--- src/rtl/hbm_dma_map.vh ---
// Constants for the host bus master DMA interface.
// Summary of operation
// - Raise hold request to ask for bus.
// - Hold acknowledge drives bus-owned low.
// - Drive data direction once bus is owned.
// - First cycle: 24-bit address, two latch strobes.
// - After address, read/write strobe then data enable.
// - Ready low inserts wait states until high.
// - Upper byte reissued on low-byte carry and after each re-request.
// - Burst release gives up bus, owned high.
// - Remaining work re-requests bus at the next phase tick.
// - Release: drop request, float pins, drop owned.
// - Interrupt request output driven high.
// - Host clears interrupt writing zero bit 7.
// - Host reset input resets the device.
// - Strap low selects 16-bit data path.
// - Address and data share multiplexed lines.
// - Direction low on register writes, DMA reads.
// - Owned low: device drives bus controls.
// - Chip select and two select lines pick registers.
`ifndef HBM_DMA_MAP_VH
`define HBM_DMA_MAP_VH

`define HBM_CLK_MHZ 200
`define HBM_PHASE_NS 20
`define HBM_PHASE_CYCLES ((`HBM_PHASE_NS * `HBM_CLK_MHZ) / 1000)
`define HBM_FIFO_WIDTH 16
`define HBM_FIFO_DEPTH 16
`define HBM_FIFO_AW 4
`define HBM_ADDR_W 24
`define HBM_CNT_W 16
`define HBM_REG_INT 2'h0
`define HBM_INT_BIT 7
`define HBM_BUSY_BIT 0
`define HBM_SYNC_W 10
`define HBM_PIN_IDLE 10'h033

`endif

--- src/rtl/hbm_fifo.v ---
// Synchronous FIFO with valid and ready on both sides.
`timescale 1ns/1ps
module hbm_fifo #(
    parameter WIDTH = 16,
    parameter DEPTH = 16,
    parameter AW = 4
) (
    input wire clk,
    input wire rst,
    input wire [WIDTH-1:0] in_data,
    input wire in_valid,
    output wire in_ready,
    output wire [WIDTH-1:0] out_data,
    output wire out_valid,
    input wire out_ready
);
    reg [WIDTH-1:0] mem [0:DEPTH-1];
    reg [AW-1:0] wr_ptr_q;
    reg [AW-1:0] rd_ptr_q;
    reg [AW:0] fill_q;
    wire push;
    wire pop;

    assign in_ready = (fill_q != DEPTH);
    assign out_valid = (fill_q != {(AW+1){1'b0}});
    assign out_data = mem[rd_ptr_q];
    assign push = in_valid && in_ready;
    assign pop = out_valid && out_ready;

    always @(posedge clk) begin
        if (push) begin
            mem[wr_ptr_q] <= in_data;
        end
    end

    always @(posedge clk) begin
        if (rst) begin
            wr_ptr_q <= {AW{1'b0}};
            rd_ptr_q <= {AW{1'b0}};
            fill_q <= {(AW+1){1'b0}};
        end else begin
            if (push) begin
                wr_ptr_q <= wr_ptr_q + 1'b1;
            end
            if (pop) begin
                rd_ptr_q <= rd_ptr_q + 1'b1;
            end
            if (push && !pop) begin
                fill_q <= fill_q + 1'b1;
            end else if (pop && !push) begin
                fill_q <= fill_q - 1'b1;
            end
        end
    end
endmodule

--- src/rtl/hbm_dma_if.v ---
// Host bus master DMA engine with direct register access port.
`timescale 1ns/1ps
`include "hbm_dma_map.vh"
module hbm_dma_if (
    input wire ref_clk,
    input wire rst,
    input wire dma_start,
    input wire [23:0] dma_addr,
    input wire [15:0] dma_count,
    input wire dma_write,
    output wire dma_busy,
    output reg dma_done,
    input wire [15:0] wr_data,
    input wire wr_valid,
    output wire wr_ready,
    output reg [15:0] rd_data,
    output reg rd_valid,
    input wire int_set,
    output reg dio_wr,
    output reg [1:0] dio_index,
    output reg [15:0] dio_wdata,
    input wire [15:0] dio_rdata,
    output reg bus_hold_request,
    input wire bus_hold_acknowledge,
    output reg bus_owned_n,
    output reg data_direction,
    output reg extended_address_latch_strobe,
    output reg address_latch_strobe,
    output reg read_strobe,
    output reg write_strobe,
    output reg data_bus_enable,
    output wire ctl_oe_n,
    input wire channel_ready,
    input wire burst_release,
    output reg host_interrupt_request,
    input wire host_reset_input,
    input wire bus_mode_n,
    input wire [15:0] muxed_address_data_lines_in,
    output reg [15:0] muxed_address_data_lines_out,
    output reg muxed_address_data_lines_oe_n,
    input wire chip_select_n,
    input wire register_select_0,
    input wire register_select_1,
    input wire host_read_n,
    input wire host_write_n
);
    // ------------------------------------------------------------
    // States
    // ------------------------------------------------------------
    localparam [6:0] S_IDLE = 7'h01;
    localparam [6:0] S_REQ = 7'h02;
    localparam [6:0] S_XADR = 7'h04;
    localparam [6:0] S_ADR = 7'h08;
    localparam [6:0] S_STRB = 7'h10;
    localparam [6:0] S_WAIT = 7'h20;
    localparam [6:0] S_REL = 7'h40;
    localparam integer PHASE_LAST_I = `HBM_PHASE_CYCLES - 1;
    localparam [7:0] PHASE_LAST = PHASE_LAST_I[7:0];

    // ------------------------------------------------------------
    // Pin synchronisers
    // ------------------------------------------------------------
    // Every pin from the host bus is asynchronous to ref_clk.
    reg [`HBM_SYNC_W-1:0] pin_meta_q;
    reg [`HBM_SYNC_W-1:0] pin_sync_q;
    reg [15:0] ad_meta_q;
    reg [15:0] ad_sync_q;
    wire [`HBM_SYNC_W-1:0] pin_raw;
    wire hrst_s;
    wire hlda_s;
    wire brls_s;
    wire rdy_s;
    wire cs_n_s;
    wire [1:0] rs_s;
    wire rd_n_s;
    wire wr_n_s;
    wire mode16_s;
    wire irst;

    assign pin_raw = {bus_mode_n, host_reset_input, bus_hold_acknowledge, burst_release,
                      channel_ready, chip_select_n, register_select_1, register_select_0,
                      host_read_n, host_write_n};

    always @(posedge ref_clk) begin
        if (rst) begin
            // Idle pin levels, so no false host reset or select follows reset.
            pin_meta_q <= `HBM_PIN_IDLE;
            pin_sync_q <= `HBM_PIN_IDLE;
            ad_meta_q <= 16'h0000;
            ad_sync_q <= 16'h0000;
        end else begin
            pin_meta_q <= pin_raw;
            pin_sync_q <= pin_meta_q;
            ad_meta_q <= muxed_address_data_lines_in;
            ad_sync_q <= ad_meta_q;
        end
    end

    assign mode16_s = !pin_sync_q[9];
    assign hrst_s = pin_sync_q[8];
    assign hlda_s = pin_sync_q[7];
    assign brls_s = pin_sync_q[6];
    assign rdy_s = pin_sync_q[5];
    assign cs_n_s = pin_sync_q[4];
    assign rs_s = pin_sync_q[3:2];
    assign rd_n_s = pin_sync_q[1];
    assign wr_n_s = pin_sync_q[0];
    assign irst = rst || hrst_s;

    // ------------------------------------------------------------
    // Bus phase divider
    // ------------------------------------------------------------
    // Each bus phase lasts one tick so the extended latch sees a wide strobe; the address latch strobe is one clock.
    reg [7:0] div_q;
    wire tick;

    assign tick = (div_q == PHASE_LAST);

    always @(posedge ref_clk) begin
        if (irst) begin
            div_q <= 8'h00;
        end else if (tick) begin
            div_q <= 8'h00;
        end else begin
            div_q <= div_q + 8'h01;
        end
    end

    // ------------------------------------------------------------
    // Write data buffer
    // ------------------------------------------------------------
    wire [15:0] fifo_data;
    wire fifo_valid;
    reg fifo_pop;

    hbm_fifo #(
        .WIDTH(`HBM_FIFO_WIDTH),
        .DEPTH(`HBM_FIFO_DEPTH),
        .AW(`HBM_FIFO_AW)
    ) u_fifo (
        .clk(ref_clk),
        .rst(irst),
        .in_data(wr_data),
        .in_valid(wr_valid),
        .in_ready(wr_ready),
        .out_data(fifo_data),
        .out_valid(fifo_valid),
        .out_ready(fifo_pop)
    );

    // ------------------------------------------------------------
    // DMA sequencer
    // ------------------------------------------------------------
    reg [6:0] state_q;
    reg [23:0] addr_q;
    reg [15:0] count_q;
    reg write_q;
    reg xal_need_q;
    reg [15:0] wdata_q;
    wire [23:0] addr_next;
    wire low_carry;

    // A 16-bit path moves two bytes per cycle, a byte path one.
    assign addr_next = addr_q + (mode16_s ? 24'h000002 : 24'h000001);
    assign low_carry = (addr_next[15:8] != addr_q[15:8]);
    assign dma_busy = (state_q != S_IDLE);

    always @(posedge ref_clk) begin
        if (irst) begin
            state_q <= S_IDLE;
            addr_q <= 24'h000000;
            count_q <= 16'h0000;
            write_q <= 1'b0;
            xal_need_q <= 1'b0;
            wdata_q <= 16'h0000;
            bus_hold_request <= 1'b0;
            bus_owned_n <= 1'b1;
            rd_data <= 16'h0000;
            rd_valid <= 1'b0;
            dma_done <= 1'b0;
            fifo_pop <= 1'b0;
        end else begin
            rd_valid <= 1'b0;
            dma_done <= 1'b0;
            fifo_pop <= 1'b0;
            case (state_q)
                S_IDLE: begin
                    if (dma_start && dma_count != 16'h0000) begin
                        addr_q <= dma_addr;
                        count_q <= dma_count;
                        write_q <= dma_write;
                        xal_need_q <= 1'b1;
                        bus_hold_request <= 1'b1;
                        state_q <= S_REQ;
                    end
                end
                S_REQ: begin
                    bus_hold_request <= 1'b1;
                    if (tick && hlda_s) begin
                        bus_owned_n <= 1'b0;
                        state_q <= xal_need_q ? S_XADR : S_ADR;
                    end
                end
                S_XADR: begin
                    if (tick) begin
                        xal_need_q <= 1'b0;
                        state_q <= S_ADR;
                    end
                end
                S_ADR: begin
                    if (tick) begin
                        if (brls_s) begin
                            state_q <= S_REL;
                        end else if (!write_q || fifo_valid) begin
                            // A write waits here while the buffer is empty.
                            if (write_q) begin
                                wdata_q <= fifo_data;
                                fifo_pop <= 1'b1;
                            end
                            state_q <= S_STRB;
                        end
                    end
                end
                S_STRB: begin
                    if (tick) begin
                        state_q <= S_WAIT;
                    end
                end
                S_WAIT: begin
                    if (tick && rdy_s) begin
                        if (!write_q) begin
                            rd_data <= ad_sync_q;
                            rd_valid <= 1'b1;
                        end
                        count_q <= count_q - 16'h0001;
                        addr_q <= addr_next;
                        xal_need_q <= low_carry;
                        if (count_q == 16'h0001 || brls_s) begin
                            state_q <= S_REL;
                        end else begin
                            state_q <= low_carry ? S_XADR : S_ADR;
                        end
                    end
                end
                S_REL: begin
                    bus_hold_request <= 1'b0;
                    bus_owned_n <= 1'b1;
                    if (tick) begin
                        if (count_q != 16'h0000) begin
                            // The address latches lose their byte on release.
                            xal_need_q <= 1'b1;
                            bus_hold_request <= 1'b1;
                            state_q <= S_REQ;
                        end else begin
                            dma_done <= 1'b1;
                            state_q <= S_IDLE;
                        end
                    end
                end
                default: begin
                    bus_hold_request <= 1'b0;
                    bus_owned_n <= 1'b1;
                    state_q <= S_IDLE;
                end
            endcase
        end
    end

    // ------------------------------------------------------------
    // Direct register access
    // ------------------------------------------------------------
    reg wr_n_prev_q;
    wire dio_sel;
    wire dio_rd;
    wire dio_wr_edge;

    assign dio_sel = !cs_n_s && bus_owned_n;
    assign dio_rd = dio_sel && !rd_n_s;
    assign dio_wr_edge = dio_sel && !wr_n_s && wr_n_prev_q;

    always @(posedge ref_clk) begin
        if (irst) begin
            wr_n_prev_q <= 1'b1;
            dio_wr <= 1'b0;
            dio_index <= 2'h0;
            dio_wdata <= 16'h0000;
            host_interrupt_request <= 1'b0;
        end else begin
            wr_n_prev_q <= wr_n_s;
            dio_wr <= dio_wr_edge;
            if (dio_wr_edge) begin
                dio_index <= rs_s;
                dio_wdata <= ad_sync_q;
            end
            // A new event in the clearing cycle keeps the request up.
            if (int_set) begin
                host_interrupt_request <= 1'b1;
            end else if (dio_wr_edge && rs_s == `HBM_REG_INT
                         && !ad_sync_q[`HBM_INT_BIT]) begin
                host_interrupt_request <= 1'b0;
            end
        end
    end

    // ------------------------------------------------------------
    // Pin drivers
    // ------------------------------------------------------------
    // Control pins float whenever the bus belongs to the host.
    assign ctl_oe_n = bus_owned_n;

    always @(posedge ref_clk) begin
        if (irst) begin
            muxed_address_data_lines_out <= 16'h0000;
            muxed_address_data_lines_oe_n <= 1'b1;
            extended_address_latch_strobe <= 1'b0;
            address_latch_strobe <= 1'b0;
            read_strobe <= 1'b0;
            write_strobe <= 1'b0;
            data_bus_enable <= 1'b0;
            data_direction <= 1'b0;
        end else begin
            extended_address_latch_strobe <= (state_q == S_XADR);
            address_latch_strobe <= (state_q == S_ADR) && tick
                                    && (!write_q || fifo_valid) && !brls_s;
            read_strobe <= !write_q && (state_q == S_STRB || state_q == S_WAIT);
            write_strobe <= write_q && (state_q == S_STRB || state_q == S_WAIT);
            if (!bus_owned_n) begin
                data_direction <= write_q;
                data_bus_enable <= (state_q == S_WAIT);
            end else begin
                data_direction <= dio_rd;
                data_bus_enable <= dio_sel && (!rd_n_s || !wr_n_s);
            end
            // One set of lines carries address then data.
            case (state_q)
                S_XADR: begin
                    muxed_address_data_lines_out <= {8'h00, addr_q[23:16]};
                    muxed_address_data_lines_oe_n <= 1'b0;
                end
                S_ADR: begin
                    muxed_address_data_lines_out <= addr_q[15:0];
                    muxed_address_data_lines_oe_n <= 1'b0;
                end
                S_STRB, S_WAIT: begin
                    muxed_address_data_lines_out <= wdata_q;
                    muxed_address_data_lines_oe_n <= !write_q;
                end
                default: begin
                    if (dio_rd) begin
                        if (rs_s == `HBM_REG_INT) begin
                            muxed_address_data_lines_out <=
                                {8'h00, host_interrupt_request, 6'h00, dma_busy};
                        end else begin
                            muxed_address_data_lines_out <= dio_rdata;
                        end
                    end
                    muxed_address_data_lines_oe_n <= !dio_rd;
                end
            endcase
        end
    end
endmodule

--- config.mk ---
export PLATFORM = sky130hd
export DESIGN_NAME = hbm_dma_if
export DESIGN_NICKNAME = d
export VERILOG_FILES = /design/src/rtl/hbm_fifo.v /design/src/rtl/hbm_dma_if.v
export VERILOG_INCLUDE_DIRS = /design/src /design/src/rtl
export SDC_FILE = /design/constraint.sdc
export NUM_CORES = 1
export LEC_CHECK = 0
export ABC_AREA = 1
export BUFFER_PORTS_ARGS = -buffer_cell sky130_fd_sc_hd__buf_2
export CAP_MARGIN = 20
export CORE_MARGIN = 3
export CORE_UTILIZATION = 54
export CTS_BUF_LIST = sky130_fd_sc_hd__clkbuf_16
export CTS_CLUSTER_SIZE = 16
export DETAILED_ROUTE_END_ITERATION = 8
export PLACE_DENSITY_LB_ADDON = 0.2
export SLEW_MARGIN = 20
export SYNTH_ARGS = -nofsm -noshare
export SYNTH_HDL_FRONTEND = slang
export SYNTH_SLANG_ARGS = --single-unit
--- constraint.sdc ---
create_clock -name ref_clk -period 2.2 [get_ports ref_clk]
set_input_delay 0.22 -clock ref_clk [delete_from_list [all_inputs] [get_ports ref_clk]]
set_output_delay 0.22 -clock ref_clk [all_outputs]
set_load 0.02 [all_outputs]
==> reports/metrics.yaml, run 1 <==
synth_cell_types: 42
r2r_end: "u_fifo.fill_q[4]$_SDFFE_PP0P_"
power.density_nw_per_um2: 922.4
drc: 0
p_leak_uw: 0.009199
layout_commonest_cell: "nor2_1"
ys_seq_elements: 459
fin_util_pct: 65.81
synth_top_family_by_area: "simple AND/OR/NAND/NOR gates"
insertion_delay_ns: 0.58
viasPerCell: 5.605
path_clk_slew_ns: 0.06
netlist_area_um2: 19150
synth-xor-area-share_pct: 0.3658
path_common_cell: "a21oi_1"
grt_pass1_wl_mm: 79.95
r2r_start: "u_fifo.fill_q[2]$_SDFFE_PP0P_"
reg2reg_slack_ns: 0.12
tritoncts: "yes"
final_cell_mix: "376 x nor2_1, 263 x nand2_1, 256 x edfxtp_1, 230 x o21ai_0, 200 x dfxtp_1"
syn2layout_area_growth_pct: 19.26
die_area_um2: 37760
initial_core_util_pct: 55.18
pin_count: 170
critPathTopFamily: "adder cells"
setup_violations: 0
ys_warn_count: 0
post_drt_wl_per_cell_um: 18.51
fin_skew_ns: 0.02256
min_to: "u_fifo.mem[5][9]$_DFFE_PP_"
antenna_found_initial: 2
cts_buffer_depth: 3
gp_congestion: 0.8803
path_max_fanout: 5
worst_setup_path_start_kind: "flop"
grt_max_degree: 101
period_minus_slack_ns: 2.077
drtAntennaViolNets: 0
track_usage_pct: 26.45
synth-simple-area-share_pct: 17.96
pre_cts_ws_ns: -0.03655
max_freq_mhz: 481.6
hpwl_mm: 32.80
cts.htree.levels: 2
drive_above_1_share_pct: 15.70
drtIter0Drc: 1258
whs_ns: 0.02565
clockRootBuffer: "clkbuf_16"
cts_buffers: 48
synth-compound-area-share_pct: 13.23
critPathMaxStageDelay_ns: 0.38
syn-num-nets: 2162
synth_seq_area_share_pct: 61.35
finalHoldViolCount: 0
holdPathStages: 1
cap_violations: 0
reg2regPathDepth: 13
cp_num_buf_inv: 2
port-buffer-count: 169
final_nets: 2403
fin_crit_sh_pct: 94.39
synth.area.mux_share_pct: 0
die_x_um: 194.3
core_um2: 34710
drt-total-wl_mm: 51.37
hold_class: "in2reg"
worstHoldStart: "wr_data[9]"
end_kind: "flop"
nFillCells: 2760
gr-total-overflow: 0
worstPathRequired_ns: 2.66
critPathKind: "reg2reg"
report.final.slew_viol_count: 0
worstPathArrival_ns: 2.54
tightest_slew_ns: 0.5482
fin_ws_ns: 0.1235
die_h_um: 194.3
grt_pass1_vias: 14790
rows: 68
synth-adder-area-share_pct: 1.124
path_cells: "nor2_2 -> nand3_2 -> nand2_2 -> inv_1 -> ha_4 -> inv_4 -> fa_1 -> a21oi_1 -> nor2_1 -> o21ai_0 -> nand3_1 -> o21ai_1 -> a21oi_1"
slew_headroom_pct: 63.46
status: "finished clean"
vias: 15550
max-vdd-ir-drop_uv: 706.9
critPathSlowestCell: "dfxtp_1"
synthCells: 2042
cts_sinks: 459
firstDrtPassIters: 5
rsz0062_at_grt: "no"
tns_ns: 0
syn_avg_cell_area_um2: 9.380
==> how the worst max path moves through the flow <==
stage,to,cells past startpoint,from,slack (ns)
finish,u_fifo.fill_q[4]$_SDFFE_PP0P_,13,u_fifo.fill_q[2]$_SDFFE_PP0P_,0.12
global route,u_fifo.fill_q[3]$_SDFFE_PP0P_,13,u_fifo.fill_q[2]$_SDFFE_PP0P_,0.007
CTS,u_fifo.fill_q[3]$_SDFFE_PP0P_,13,u_fifo.fill_q[0]$_SDFFE_PP0P_,0.02
floorplan,u_fifo.fill_q[4]$_SDFFE_PP0P_,13,u_fifo.fill_q[0]$_SDFFE_PP0P_,0.001
detailed placement,u_fifo.fill_q[4]$_SDFFE_PP0P_,12,u_fifo.fill_q[2]$_SDFFE_PP0P_,-0.04
global placement,u_fifo.fill_q[4]$_SDFFE_PP0P_,12,u_fifo.fill_q[3]$_SDFFE_PP0P_,0.04
==> cells in the mapped netlist <==
cell	n	area, um^2
o31ai_1	3	22.52
buf_6	7	78.83
o211ai_1	40	300.3
nand3_1	125	625.6
buf_1	6	22.52
nand3_2	1	10.01
nor2_2	3	18.77
nand2_1	265	994.7
fa_1	2	40.04
nor3_1	13	65.06
o21ai_1	5	25.02
a21o_1	3	22.52
nor2_4	6	67.56
buf_4	5	37.54
xor2_1	4	35.03
o21bai_1	3	22.52
nand2_2	3	18.77
nor4_1	1	6.260
xnor2_1	4	35.03
o21ai_0	231	1156
edfxtp_1	256	7687
nand2_4	1	11.26
inv_1	160	600.6
clkinv_1	4	15.01
nand4_2	1	12.51
ha_1	14	175.2
a22oi_1	8	60.06
a21oi_1	110	550.5
and2_1	1	6.260
a31oi_1	3	18.77
inv_2	4	15.01
dfxtp_1	203	4064
nor2_1	386	1449
nand3b_1	2	15.01
clkbuf_1	66	247.7
o221ai_1	25	219.0
o22ai_1	22	137.6
buf_2	25	125.1
nor3_2	1	10.01
nand4_1	7	43.79
or2_2	10	62.56
nor3b_1	3	22.52
==> what timing repair did <==
item,in CTS,in global routing
setup endpoints to repair,2,2
pin swaps,0,1
gates resized for setup,3,9
hold buffers,55,0
buffers inserted,0,0
endpoints found under the hold margin,119,0
gates cloned,0,0
==> per-layer routing <==
layer / track usage (%) / wire (um) / up-vias
met5: 0 / 15 / -
met4: 11.22 / 1937 / 2
met3: 4.836 / 3897 / 122
met2: 42.49 / 24060 / 636
met1: 35.67 / 21460 / 7366
li1: - / - / 7427
==> logic make-up after synthesis <==
kind of cell / count (synthesis)
compound gates: 453
xor+xnor: 8
fa+ha+maj: 16
buf+inv: 277
flops: 459
simple gates: 829
==> power breakdown <==
part           switching (uW)  total [uW]  leakage [uW]  internal, uW
logic                    2320        3550       0.00448          1240
registers                 412        9920       0.00397          9510
clock network            3260        7600      0.000750          4330
==> per-stage QoR <==
stage	total power [uW]	area, um^2	std cells
after floorplan	12470	19160	2042
after global placement	13390	20770	2633
after detailed placement	13480	20770	2633
after CTS	21130	22810	2774
after global routing	21980	22840	2775
final	21070	22840	2775
==> cell type report <==
| cell class | count | area (um^2) | share of cell area (%) |
|---|---|---|---|
| sequential | 459 | 11760 | 51.47 |
| multi-input combinational | 1306 | 6329 | 27.70 |
| timing repair buffer | 300 | 2067 | 9.049 |
| clock buffer | 50 | 1251 | 5.477 |
| inverter | 168 | 634.4 | 2.777 |
| tap | 455 | 569.3 | 2.492 |
| clock inverter | 36 | 232.7 | 1.019 |
| antenna | 1 | 2.502 | 0.01095 |
==> sequential cells by signal, indices dropped and copies added, names as in the netlist, 16 cells and up <==
signal                        flops
dio_wdata                        16
wdata_q                          16
rd_data                          16
u_fifo.mem                      256
ad_meta_q                        16
addr_q                           24
ad_sync_q                        16
count_q                          16
muxed_address_data_lines_out     16
No activity file was read; power rests on OpenSTA's default activity.
==> inputs of run 2 (changes only) <==
==> constraint.sdc (replaced) <==
create_clock -name ref_clk -period 2.2 [get_ports ref_clk]
set_input_delay 0.11 -clock ref_clk [delete_from_list [all_inputs] [get_ports ref_clk]]
set_output_delay 0.11 -clock ref_clk [all_outputs]
set_load 0.02 [all_outputs]
==> reports/metrics.yaml, run 2 (synthesis results as in run 1) <==
slew_headroom_pct: 65.54
p_leak_uw: 0.009369
largest-register: "u_fifo.mem"
cts.htree.levels: 2
end_kind: "flop"
drt-total-wl_mm: 51.92
grt_pass1_vias: 15030
fin_crit_sh_pct: 96.76
cap_violations: 0
status: "finished clean"
pin_count: 170
critPathSlowestCell: "fa_2"
p_comb_share_pct: 17.4
sw_frac_of_total_pct: 28.54
wl_met1_mm: 21.95
tritoncts: "yes"
largest_register_ffs: 256
met2_length_mm: 25.26
max-vdd-ir-drop_uv: 740.5
insertion_delay_ns: 0.56
gp_congestion: 0.9346
hold_class: "in2reg"
cts_buffer_depth: 3
worstPathRequired_ns: 2.66
layout.cells.non_filler: 2821
drive_above_1_share_pct: 15.13
routed.top_layer: "met5"
max_freq_mhz: 469.8
port-buffer-count: 169
fin_total_pwr_uw: 20780
cp_num_buf_inv: 1
cell_internal_pwr_uw: 14850
hpwl_mm: 32.36
viasPerCell: 5.529
cts_buffers: 47
cts_sinks: 459
antenna_found_initial: 1
tns_ns: 0
finalHoldViolCount: 0
worst_setup_path_start_kind: "flop"
critPathMaxStageDelay_ns: 0.37
worstPathArrival_ns: 2.58
track_usage_pct: 26.75
power.density_nw_per_um2: 895.0
power_frac_seq_pct: 47.7
dp.cells: 2632
vias: 15600
drc: 0
wl_met3_mm: 3.169
die_x_um: 194.3
grt_pass1_wl_mm: 81.04
tightest_slew_ns: 0.5164
rsz0062_at_grt: "yes"
p_clk_share_pct: 34.9
initial_core_util_pct: 55.18
period_minus_slack_ns: 2.129
die_h_um: 194.3
critPathKind: "reg2reg"
report.final.slew_viol_count: 0
die_area_um2: 37760
drtIter0Drc: 1396
setup_violations: 0
final_nets: 2449
power.switching_uw: 5932
rows: 68
firstDrtPassIters: 5
path_max_fanout: 5
drtAntennaViolNets: 0
path_cells: "nor2_2 -> nand3_1 -> nand2_1 -> ha_1 -> inv_2 -> fa_2 -> a21oi_2 -> nor2_1 -> o21ai_0 -> nand3_1 -> o21ai_0 -> a21oi_1"
final_cell_mix: "376 x nor2_1, 264 x nand2_1, 256 x edfxtp_1, 231 x o21ai_0, 201 x dfxtp_1"
largestRegisters: "u_fifo.mem (256), addr_q (24)"
clockRootBuffer: "clkbuf_16"
path_clk_slew_ns: 0.06
gr-total-overflow: 0
syn2layout_area_growth_pct: 21.24
layout_commonest_cell: "nor2_1"
core_um2: 34710
fin_skew_ns: 0.01204
critPathTopFamily: "adder cells"
post_drt_wl_per_cell_um: 18.40
antenna_cells: 0
reg2reg_slack_ns: 0.07
post_cts_buffers: 0
grt_max_degree: 101
-- run 2: changes by cell type in the layout (fill, tap and decap cells not counted), sizes merged --
cell and change:
buf -1, clkinv +2, dlygate4sd3 +48, bufinv -2, clkbuf -1, diode -1
inv +4, clkinvlp -3
-- run 2: power by group through the flow --
stage | Sequential (uW) | Clock [uW] | Combinational [uW]
final | 9920 | 7250 | 3610
after detailed placement | 10100 | 0 | 3420
after CTS | 9910 | 7380 | 3580
after global routing | 9970 | 7700 | 4070
after global placement | 10100 | 0 | 3360
after floorplan | 10000 | 0 | 2460
-- run 2: worst paths after layout --
| path | from | depth (start not counted) | to |
|---|---|---|---|
| max | u_fifo.fill_q[2]$_SDFFE_PP0P_ | 12 | u_fifo.fill_q[4]$_SDFFE_PP0P_ |
| min | dma_addr[4] | 5 | addr_q[4]$_SDFFE_PP0P_ |
| min reg2reg | pin_meta_q[2]$_SDFF_PP0_ | 2 | pin_sync_q[2]$_SDFF_PP0_ |
| max reg2reg | u_fifo.fill_q[2]$_SDFFE_PP0P_ | 12 | u_fifo.fill_q[4]$_SDFFE_PP0P_ |
-- run 2: area by class of cell --
type	count	area, um^2
Clock inverter	37	170.2
Multi-Input combinational cell	1306	6316
Fill cell	2686	11490
Tap cell	455	569.3
Clock buffer	49	1226
Inverter	168	631.9
Sequential cell	459	11760
Timing Repair Buffer	347	2552
-- run 2: layer usage --
metal	up-vias	track usage, %
met2	548	44.68
met3	102	4.524
met5	-	0
li1	7528	-
met1	7418	35.66
met4	2	9.335
-- run 2: repair_timing --
action / 4_1_cts / 5_1_grt
pin swaps: 0 / 0
setup endpoints to repair: 1 / 2
gates resized for setup: 1 / 5
endpoints found under the hold margin: 343 / 0
hold buffers: 103 / 0
gates cloned: 0 / 0
-- run 2: worst register-to-register path: cells and delay by family (launching register included) --
family / cells / cell delay, ns
adders and majority gates: 2 / 0.58
DFF: 1 / 0.36
AOI/OAI and AO/OA: 4 / 0.49
and+or+nand+nor: 5 / 0.49
buffers and inverters: 1 / 0.09
-- run 2: stage by stage --
stage | util [%] | hold WS, ns | instance area [um^2] | setup WS, ns
3_5_place_dp | 59.84 | 0.2955 | 20770 | -0.0008091
5_1_grt | 66.90 | 0.1046 | 23220 | -0.07638
3_3_place_gp | 59.84 | 0.2950 | 20770 | 0.02528
2_1_floorplan | - | 0.2089 | 19160 | 0.001452
4_1_cts | 66.84 | 0.02564 | 23200 | 0.002745
6_report | 66.90 | 0.05562 | 23220 | 0.07122
